**src/acs_pkg.sv**
```systemverilog
/*
  Constants for the channel-two / drive-sense / detach-sense register slice.
  Assumes a byte-wide register port on a single 100 MHz clock.
*/
// What this block does
// - Bit 7 of channel2_settings powers channel two down when 1, 0 = on.
// - Bits 6:4 pick amplifier gain 6,1,2,3,4,8,12 for codes 000 to 110.
// - Bits 3:0 pick channel two input, codes 0000 to 1001 as listed.
// - Drive-sense bits 7:6 set chop: 00 /16, 10 /2, 11 /4, 01 reserved.
// - Drive-sense bit 5 enables the drive buffer, 0 keeps it off.
// - Drive-sense bit 4 enables drive electrode detach sensing.
// - Drive-sense bits 3:0 join ch2 neg, ch2 pos, ch1 neg, ch1 pos.
// - Detach-sense register at 07h: flips at bits 5,4, enables at 3:0.
// - Each flip bit reverses its channel's excitation current, default 0.
// - Each detach enable selects its electrode for detection, default 0.
package acs_pkg;

  // ==========================================================
  // Register map
  localparam logic [7:0] ACS_OFS_CH2   = 8'h05;
  localparam logic [7:0] ACS_OFS_DRV   = 8'h06;
  localparam logic [7:0] ACS_OFS_LOFF  = 8'h07;
  localparam logic [7:0] ACS_RST_CH2   = 8'h00;
  localparam logic [7:0] ACS_RST_DRV   = 8'h00;
  localparam logic [7:0] ACS_RST_LOFF  = 8'h00;
  localparam logic [7:0] ACS_LOFF_MASK = 8'h3F;
  localparam logic [7:0] ACS_RD_NONE   = 8'h00;

  // ==========================================================
  // Field positions
  localparam int ACS_PD_BIT     = 7;
  localparam int ACS_GAIN_HI    = 6;
  localparam int ACS_GAIN_LO    = 4;
  localparam int ACS_MUX_HI     = 3;
  localparam int ACS_CHOP_HI    = 7;
  localparam int ACS_CHOP_LO    = 6;
  localparam int ACS_BUF_BIT    = 5;
  localparam int ACS_DSENSE_BIT = 4;
  localparam int ACS_CH2_CURRENT_REVERSE_BIT  = 5;
  localparam int ACS_CH1_CURRENT_REVERSE_BIT  = 4;
  localparam int ACS_SEL_C2N    = 3;
  localparam int ACS_SEL_C2P    = 2;
  localparam int ACS_SEL_C1N    = 1;
  localparam int ACS_SEL_C1P    = 0;

  // ==========================================================
  // Decoded values
  localparam int         ACS_MUX_CODES = 10;
  localparam logic [3:0] ACS_MUX_SHORT = 4'h1;
  localparam logic [3:0] ACS_GAIN_BAD  = 4'h0;
  localparam logic [4:0] ACS_CHOP_16   = 5'h10;
  localparam logic [4:0] ACS_CHOP_2    = 5'h02;
  localparam logic [4:0] ACS_CHOP_4    = 5'h04;
  localparam logic [4:0] ACS_CHOP_BAD  = 5'h00;

  // Register-port read latency in clock cycles
  localparam int ACS_RD_LAT = 1;

endpackage : acs_pkg

```
**src/acs_cfg_if.sv**
```systemverilog
/*
  Carries the three stored register bytes from the register bank to the
  field decoder. Assumes both ends share one clock.
*/
`timescale 1ns/1ps
interface acs_cfg_if;
  logic [7:0] ch2;
  logic [7:0] drv;
  logic [7:0] loff;

  // Register bank drives, decoder listens
  modport src (output ch2, output drv, output loff);
  modport dst (input ch2, input drv, input loff);
endinterface : acs_cfg_if

```
**src/acs_decode.sv**
```systemverilog
/*
  Decodes stored gain, input and chop codes into registered analog
  controls. Assumes synchronous active-high reset on the same clock.
*/
`timescale 1ns/1ps
module acs_decode
  import acs_pkg::*;
(
  input  wire logic                     clock,
  input  wire logic                     sys_rst,
  acs_cfg_if.dst                        cfg,
  output      logic [3:0]               ch2_gain_factor,
  output      logic [ACS_MUX_CODES-1:0] ch2_input_onehot,
  output      logic [4:0]               chop_divide
);

  typedef struct packed {
    logic [3:0]               gain;
    logic [ACS_MUX_CODES-1:0] mux;
    logic [4:0]               chop;
  } acs_dec_s;

  acs_dec_s                 st_q, st_d;
  logic [ACS_MUX_CODES-1:0] mux_hit;

  // ==========================================================
  // One select line per defined input code; reserved codes hit none
  for (genvar i = 0; i < ACS_MUX_CODES; i++) begin : g_mux
    assign mux_hit[i] = (cfg.ch2[ACS_MUX_HI:0] == 4'(i));
  end

  // Gain and chop lookup
  always_comb begin
    st_d     = st_q;
    st_d.mux = mux_hit;
    case (cfg.ch2[ACS_GAIN_HI:ACS_GAIN_LO])
      3'h0:    st_d.gain = 4'h6;
      3'h1:    st_d.gain = 4'h1;
      3'h2:    st_d.gain = 4'h2;
      3'h3:    st_d.gain = 4'h3;
      3'h4:    st_d.gain = 4'h4;
      3'h5:    st_d.gain = 4'h8;
      3'h6:    st_d.gain = 4'hC;
      default: st_d.gain = ACS_GAIN_BAD;
    endcase
    case (cfg.drv[ACS_CHOP_HI:ACS_CHOP_LO])
      2'h0:    st_d.chop = ACS_CHOP_16;
      2'h2:    st_d.chop = ACS_CHOP_2;
      2'h3:    st_d.chop = ACS_CHOP_4;
      default: st_d.chop = ACS_CHOP_BAD;
    endcase
  end

  // State register
  always_ff @(posedge clock) begin
    if (sys_rst) begin
      st_q <= '0;
    end else begin
      st_q <= st_d;
    end
  end

  assign ch2_gain_factor  = st_q.gain;
  assign ch2_input_onehot = st_q.mux;
  assign chop_divide      = st_q.chop;
endmodule : acs_decode

```
**src/acs_regs.sv**
```systemverilog
/*
  Register bank for channel-two settings, drive sense and detach sense,
  with decoded controls for the analog side. Assumes a byte register port:
  one-cycle strobes, read data valid the cycle after the read strobe.
*/
// Design decision made here: the plain strobed port.
`timescale 1ns/1ps
module acs_regs
  import acs_pkg::*;
(
  input  wire logic                     clock,
  input  wire logic                     sys_rst,
  input  wire logic [7:0]               reg_addr,
  input  wire logic [7:0]               reg_wdata,
  input  wire logic                     reg_wr,
  input  wire logic                     reg_rd,
  output      logic [7:0]               reg_rdata,
  output      logic                     ch2_power_off,
  output      logic [2:0]               ch2_amp_gain,
  output      logic [3:0]               ch2_gain_factor,
  output      logic [3:0]               ch2_input_select,
  output      logic [ACS_MUX_CODES-1:0] ch2_input_onehot,
  output      logic [4:0]               chop_divide,
  output      logic                     drive_buffer_on,
  output      logic                     drive_electrode_off_sense,
  output      logic                     drive_sel_ch2_neg,
  output      logic                     drive_sel_ch2_pos,
  output      logic                     drive_sel_ch1_neg,
  output      logic                     drive_sel_ch1_pos,
  output      logic                     ch2_current_reverse,
  output      logic                     ch1_current_reverse,
  output      logic                     detach_sel_ch2_neg,
  output      logic                     detach_sel_ch2_pos,
  output      logic                     detach_sel_ch1_neg,
  output      logic                     detach_sel_ch1_pos
);

  typedef struct packed {
    logic [7:0] ch2;
    logic [7:0] drv;
    logic [7:0] loff;
    logic [7:0] rdata;
  } acs_state_s;

  acs_state_s st_q, st_d;
  acs_cfg_if  cfg ();

  // ==========================================================
  // Register writes and read capture
  always_comb begin
    st_d       = st_q;
    st_d.rdata = ACS_RD_NONE;
    if (reg_wr) begin
      if (reg_addr == ACS_OFS_CH2) begin
        st_d.ch2 = reg_wdata;
      end else if (reg_addr == ACS_OFS_DRV) begin
        st_d.drv = reg_wdata;
      end else if (reg_addr == ACS_OFS_LOFF) begin
        st_d.loff = reg_wdata & ACS_LOFF_MASK;
      end
    end
    if (reg_rd) begin
      if (reg_addr == ACS_OFS_CH2) begin
        st_d.rdata = st_q.ch2;
      end else if (reg_addr == ACS_OFS_DRV) begin
        st_d.rdata = st_q.drv;
      end else if (reg_addr == ACS_OFS_LOFF) begin
        st_d.rdata = st_q.loff & ACS_LOFF_MASK;
      end
    end
  end

  // State register, all fields default to zero
  always_ff @(posedge clock) begin
    if (sys_rst) begin
      st_q.ch2   <= ACS_RST_CH2;
      st_q.drv   <= ACS_RST_DRV;
      st_q.loff  <= ACS_RST_LOFF;
      st_q.rdata <= ACS_RD_NONE;
    end else begin
      st_q <= st_d;
    end
  end

  // ==========================================================
  // Field outputs straight from the stored bytes
  assign reg_rdata        = st_q.rdata;
  assign ch2_power_off    = st_q.ch2[ACS_PD_BIT];
  assign ch2_amp_gain     = st_q.ch2[ACS_GAIN_HI:ACS_GAIN_LO];
  assign ch2_input_select = st_q.ch2[ACS_MUX_HI:0];
  assign drive_buffer_on  = st_q.drv[ACS_BUF_BIT];
  assign drive_electrode_off_sense = st_q.drv[ACS_DSENSE_BIT];
  // Electrodes joined into the drive derivation
  assign drive_sel_ch2_neg   = st_q.drv[ACS_SEL_C2N];
  assign drive_sel_ch2_pos   = st_q.drv[ACS_SEL_C2P];
  assign drive_sel_ch1_neg   = st_q.drv[ACS_SEL_C1N];
  assign drive_sel_ch1_pos   = st_q.drv[ACS_SEL_C1P];
  // Excitation current direction per channel
  assign ch2_current_reverse = st_q.loff[ACS_CH2_CURRENT_REVERSE_BIT];
  assign ch1_current_reverse = st_q.loff[ACS_CH1_CURRENT_REVERSE_BIT];
  // Electrodes selected for detach detection
  assign detach_sel_ch2_neg  = st_q.loff[ACS_SEL_C2N];
  assign detach_sel_ch2_pos  = st_q.loff[ACS_SEL_C2P];
  assign detach_sel_ch1_neg  = st_q.loff[ACS_SEL_C1N];
  assign detach_sel_ch1_pos  = st_q.loff[ACS_SEL_C1P];

  // Bytes handed to the decoder
  assign cfg.ch2  = st_q.ch2;
  assign cfg.drv  = st_q.drv;
  assign cfg.loff = st_q.loff;

  // ==========================================================
  // Decoded gain, input select lines and chop divider
  acs_decode u_decode (
    .clock            (clock),
    .sys_rst          (sys_rst),
    .cfg              (cfg),
    .ch2_gain_factor  (ch2_gain_factor),
    .ch2_input_onehot (ch2_input_onehot),
    .chop_divide      (chop_divide)
  );
endmodule : acs_regs

```
**config.mk**
```make
export PLATFORM = sky130hd
export DESIGN_NAME = acs_regs
export DESIGN_NICKNAME = d
export VERILOG_FILES = /design/src/acs_pkg.sv /design/src/acs_cfg_if.sv /design/src/acs_decode.sv /design/src/acs_regs.sv
export SDC_FILE = /design/constraint.sdc
export NUM_CORES = 1
export LEC_CHECK = 0
export ABC_AREA = 1
export BUFFER_PORTS_ARGS = -buffer_cell sky130_fd_sc_hd__buf_2
export CAP_MARGIN = 20
export CORE_UTILIZATION = 35
export DETAILED_ROUTE_END_ITERATION = 16
export GPL_TIMING_DRIVEN = 0
export HOLD_SLACK_MARGIN = 0.05
export PLACE_DENSITY = 0.56
export SLEW_MARGIN = 30
export SYNTH_ARGS = -nofsm -noshare
export SYNTH_HDL_FRONTEND = slang
export SYNTH_SLANG_ARGS = --single-unit
```
**constraint.sdc**
```tcl
create_clock -name clock -period 1.7 [get_ports clock]
set_clock_uncertainty 0.15 [all_clocks]
set_input_delay 0.17 -clock clock [delete_from_list [all_inputs] [get_ports clock]]
set_output_delay 0.17 -clock clock [all_outputs]
set_load 0.01 [all_outputs]
```
Word level (Yosys, flattened, before mapping) --
Index checks and enable logic that the tools add are counted.
Word-level totals: input bits 20, output and inout bits 47, word-level logic and storage cells 42, flip-flop bits (word level) 49
Operators by class: reductions and logical operators 7, eq/ne operators 20, bitwise gates (word level) 3, multiplexer cells 5
Operators with widths (number):
- $pmux W4 S7 | 1
- $eq A8 B3 Y1 const B | 3
- $eq A4 B3 Y1 const B | 4
- $mux W8 | 2
- $pmux W5 S3 | 1
- $eq A3 B3 Y1 const B | 3
- $eq A4 B2 Y1 const B | 2
- $eq A4 B4 Y1 const B | 2
- $eq A3 B2 Y1 const B | 2
- $mux W6 | 1
- $eq A2 B2 Y1 const B | 2
- $eq A4 B1 Y1 const B | 1
- $logic_not A4 Y1 | 1
- $reduce_and A4 Y1 | 1
- $eq A3 B1 Y1 const B | 1
- $logic_not A3 Y1 | 1
- $not A1 Y1 | 3
- $reduce_and A3 Y1 | 1
- $logic_not A2 Y1 | 1
- $reduce_and A2 Y1 | 1
- $reduce_or A2 Y1 | 1

Longest topological paths before layout --
depth after elaboration 4, mapped depth 9, depth with buffers taken out 9

By module --
From an unflattened synthesis, not the netlist that was laid out.
Second synthesis, totals: cell total of the unflattened synthesis 257, area, all modules 1923.1 um^2
Modules (own cells, without submodules):
- acs_regs | area each 1378.8 um^2, instances 1, cells an instance 196, sequential area each 600.6 um^2
- acs_decode | area each 544.3 um^2, instances 1, cells an instance 61, sequential area each 340.3 um^2

Worst setup path after synthesis --
OpenSTA, ideal clock, no wires.
path kind in2reg, start point input reg_addr[6], end point register, netlist name cfg.ch2[1], buffers on the path 0, library setup time 0.062 ns, required time 1.488 ns, setup slack 0.527 ns, stages on the path 9, arrival time 0.961 ns, cells stage by stage inv_1 > nand2_1 > nor2_8 > nand2_4 > nor2_8 > inv_2 > nand2_1 > inv_1 > nor2_2
Between the ends: word-level cells in the longest chain between the ends 2
RTL lines:
- from (decl) | line acs_regs.sv:13 | input wire logic [7:0] reg_addr,
- $eq A8 B3 Y1 | line acs_regs.sv:54 | if (reg_addr == ACS_OFS_CH2) begin
- $reduce_and A2 Y1 (no source line)
Every way passes these cells. A chain may end at the register's enable or synchronous reset.

Worst setup path in the final report --
start point input sys_rst, end point register u_decode.st_q (netlist bit u_decode.chop_divide[1])
RTL lines:
- from (decl) | line acs_regs.sv:12 | input wire logic sys_rst,
- to (signal assigned) | line acs_decode.sv:59 | st_q <= st_d;
- to (decl) | line acs_decode.sv:23 | acs_dec_s st_q, st_d;
No word-level cell between the ends.

==> flow_metrics.tcl <==
set metrics [dict create \
    hold_wc_path_type "input port to flop" \
    mean_post_synth_cell_area_um2 7.35 \
    design_power_total_uw 1950 \
    worstPathMaxFanout 10 \
    async_reset_ff_share_pct 0 \
    setup_repair_after_global_routing_missed_its_margin "no" \
    final_critical_path_required_period_ns 1.34 \
    yosys.cell_types.count 22 \
    ant_nets 0 \
    crit_path_capture "u_decode.chop_divide[1]" \
    yosys-top-cells-area "sky130_fd_sc_hd__dfxtp_1 (47%), sky130_fd_sc_hd__nand2_1 (12%), sky130_fd_sc_hd__inv_1 (9.1%)" \
    prevailing_post_synth_register_cell "sky130_fd_sc_hd__dfxtp_1" \
    status "finished, final reports clean" \
    hold_path_startpoint "reg_wr" \
    number_of_global_route_vias_before_repair 1551 \
    fmax_mhz 745 \
    wl_per_cell_um 10.0 \
    crit_path_start_kind "input port" \
    diodes 0 \
    io_pins 67 \
    core-area_um2 5470 \
    clock_sinks 47 \
    path_class "input port to flop" \
    vias_per_cell 4.07 \
    path_clk_slew_ns 0.08 \
    crit-reg2reg-capture "u_decode.ch2_gain_factor[3]" \
    tns_ns 0 \
    dpl.hpwl_mm 3.35 \
    cts_root_buffer "sky130_fd_sc_hd__clkbuf_8" \
    initial_utilization_pct 36.3 \
    synth_edf_count 0 \
    placement.io_buffers 64 \
    cp_data_arrival_time_ns 1.36 \
    postSynthRegisterBits 47 \
    vias 1728 \
    grt_start_max_net_pins 16 \
    drt_iter0_markers 66 \
    power.density_cell_area_nw_per_um2 751 \
    nNetsFinal 372 \
    synth.yosys.seq_area_share_pct 47.4 \
    dr.pass1.iters 4 \
    r2r-start "cfg.ch2[4]" \
    hold_violations 0 \
    die_width_um 77.3 \
    gp_congestion 0.781 \
    timing.critical_path.to_type "flop" \
    leak_pwr_uw 0.00146 \
    route.detailed.drc 0 \
    flow.area_growth_from_synthesis_pct 31.0 \
    synth_area_leader_cell "sky130_fd_sc_hd__dfxtp_1" \
    cts_inserted_buffers 5 \
    grt.overflow.total 0 \
    reg_to_reg_setup_timing_slack_ns 0.68 \
    min_period_over_period_pct 79.0 \
    die_area_um2 5970 \
    multi_input_area_um2 806 \
    post_synth_inst_count 270 \
    cts_post_setup_buffers_inserted 0 \
    layout-drive-gt1-share_pct 29.2 \
    track_usage_pct 15.5 \
    skew_pair_late_insertion_delay_ns 0.30 \
    first_element_of_the_critical_path "sys_rst" \
    route.final.wire_length_mm 4.26 \
    hold-worst-slack_ns 0.181 \
    netlist.area_leader.share_pct 47.4 \
    setup_viol 0 \
    max-cap-violations 0 \
    clk_path_buf_depth 2 \
    power.ir.vdd_worst_mv 0.315 \
    antenna_found_initial 0 \
    finalMaxSlewViolations 0 \
    post_synthesis_cell_area_um2 1980 \
    r2r.worst_path.cells 4 \
    tritoncts "built" \
    cts.htree.levels 2 \
    first_pass_grt_wire_length_mm 7.24 \
    fp.dieH_um 77.3 \
    std_cell_rows 27 \
    nFillCells 603 \
    register_area_um2 941 \
    cp_data_required_time_ns 1.72 \
    ys_warn_count 0 \
]
## timing repair
action,in CTS,in global routing
gates resized for setup,0,2
hold endpoints to repair,20,0
endpoints found under the setup margin,0,2
hold buffers,10,0
## cell families after synthesis
logic type	after synthesis	share of synthesized area (%)
and+or+nand+nor	148	36.3
other	1	0.189
buffers and inverters	59	12.2
AOI/OAI and AO/OA	15	3.91
DFF	47	47.4
## cell usage in the layout (no fill, tap or decap), drive strengths merged
cell type / n
nand3: 19
nor3: 6
nand2: 72
nand4: 1
nor2: 50
clkbuf: 8
inv: 52
a211oi: 1
o21ai: 6
conb: 2
dfxtp: 47
clkinvlp: 1
dlygate4sd3: 10
clkinv: 1
buf: 69
a21oi: 8
## cells in the mapped netlist (3+ instances only)
| cell type | count |
|---|---|
| sky130_fd_sc_hd__a21oi_1 | 8 |
| sky130_fd_sc_hd__nand2_2 | 4 |
| sky130_fd_sc_hd__inv_1 | 48 |
| sky130_fd_sc_hd__nand2_1 | 66 |
| sky130_fd_sc_hd__nand3_1 | 18 |
| sky130_fd_sc_hd__nor2_1 | 37 |
| sky130_fd_sc_hd__dfxtp_1 | 47 |
| sky130_fd_sc_hd__nor2_8 | 3 |
| sky130_fd_sc_hd__inv_2 | 4 |
| sky130_fd_sc_hd__nor2_2 | 9 |
| sky130_fd_sc_hd__buf_4 | 3 |
| sky130_fd_sc_hd__nor3_1 | 6 |
| sky130_fd_sc_hd__o21ai_0 | 6 |
## layer usage
metal,track usage [%],up-vias,wire (um)
li1,-,958,-
met1,19.4,724,2030
met2,25.1,41,1960
met3,3.57,5,205
met4,7.36,0,71
met5,0,-,0
## metrics by stage
stage | worst slack [ns] | cells | area, um^2 | utilization, %
2_1_floorplan | 0.527 | 271 | 1990 | -
3_3_place_gp | 0.281 | 407 | 2400 | 43.8
3_5_place_dp | 0.266 | 407 | 2400 | 43.8
4_1_cts | 0.177 | 425 | 2600 | 47.5
5_1_grt | 0.227 | 425 | 2600 | 47.5
6_report | 0.358 | 425 | 2600 | 47.5
## how the worst min path moves through the flow
stage	cells after the start	slack, ns	to
floorplan	1	0.09	u_decode.ch2_gain_factor[2]
global placement	2	0.27	u_decode.ch2_gain_factor[2]
detailed placement	2	0.27	u_decode.ch2_gain_factor[2]
CTS	4	0.18	cfg.loff[2]
global route	4	0.19	cfg.loff[4]
finish	4	0.18	cfg.loff[4]
## state kept, by name, indices dropped and copies added, names as in the netlist
| register | flops |
|---|---|
| u_decode.ch2_gain_factor | 4 |
| u_decode.chop_divide | 3 |
| reg_rdata | 8 |
| cfg.loff | 6 |
| u_decode.ch2_input_onehot | 10 |
| cfg.drv | 8 |
| cfg.ch2 | 8 |
## critical path: stages
cell	delay (ns)
sky130_fd_sc_hd__dlygate4sd3_1	0.52
sky130_fd_sc_hd__buf_2	0.16
sky130_fd_sc_hd__clkbuf_1	0.41
sky130_fd_sc_hd__nor3_1	0.10
## area by class of cell
class                           count  area share [%]
Timing Repair Buffer               74            16.2
Buffer                              7            1.83
Tap cell                           72            3.47
Sequential cell                    47            36.2
Clock buffer                        6            3.18
Inverter                           52            7.51
Multi-Input combinational cell    165            31.0
Clock inverter                      2           0.626
## report_power, final
| part | switching [uW] | leakage, uW | total, uW | internal [uW] |
|---|---|---|---|---|
| Combinational | 80.4 | 0.00103 | 138 | 57.2 |
| Clock | 375 | 0.0000474 | 707 | 332 |
| Sequential | 1.76 | 0.000380 | 1110 | 1110 |
Power figures use the tool's default switching activity.
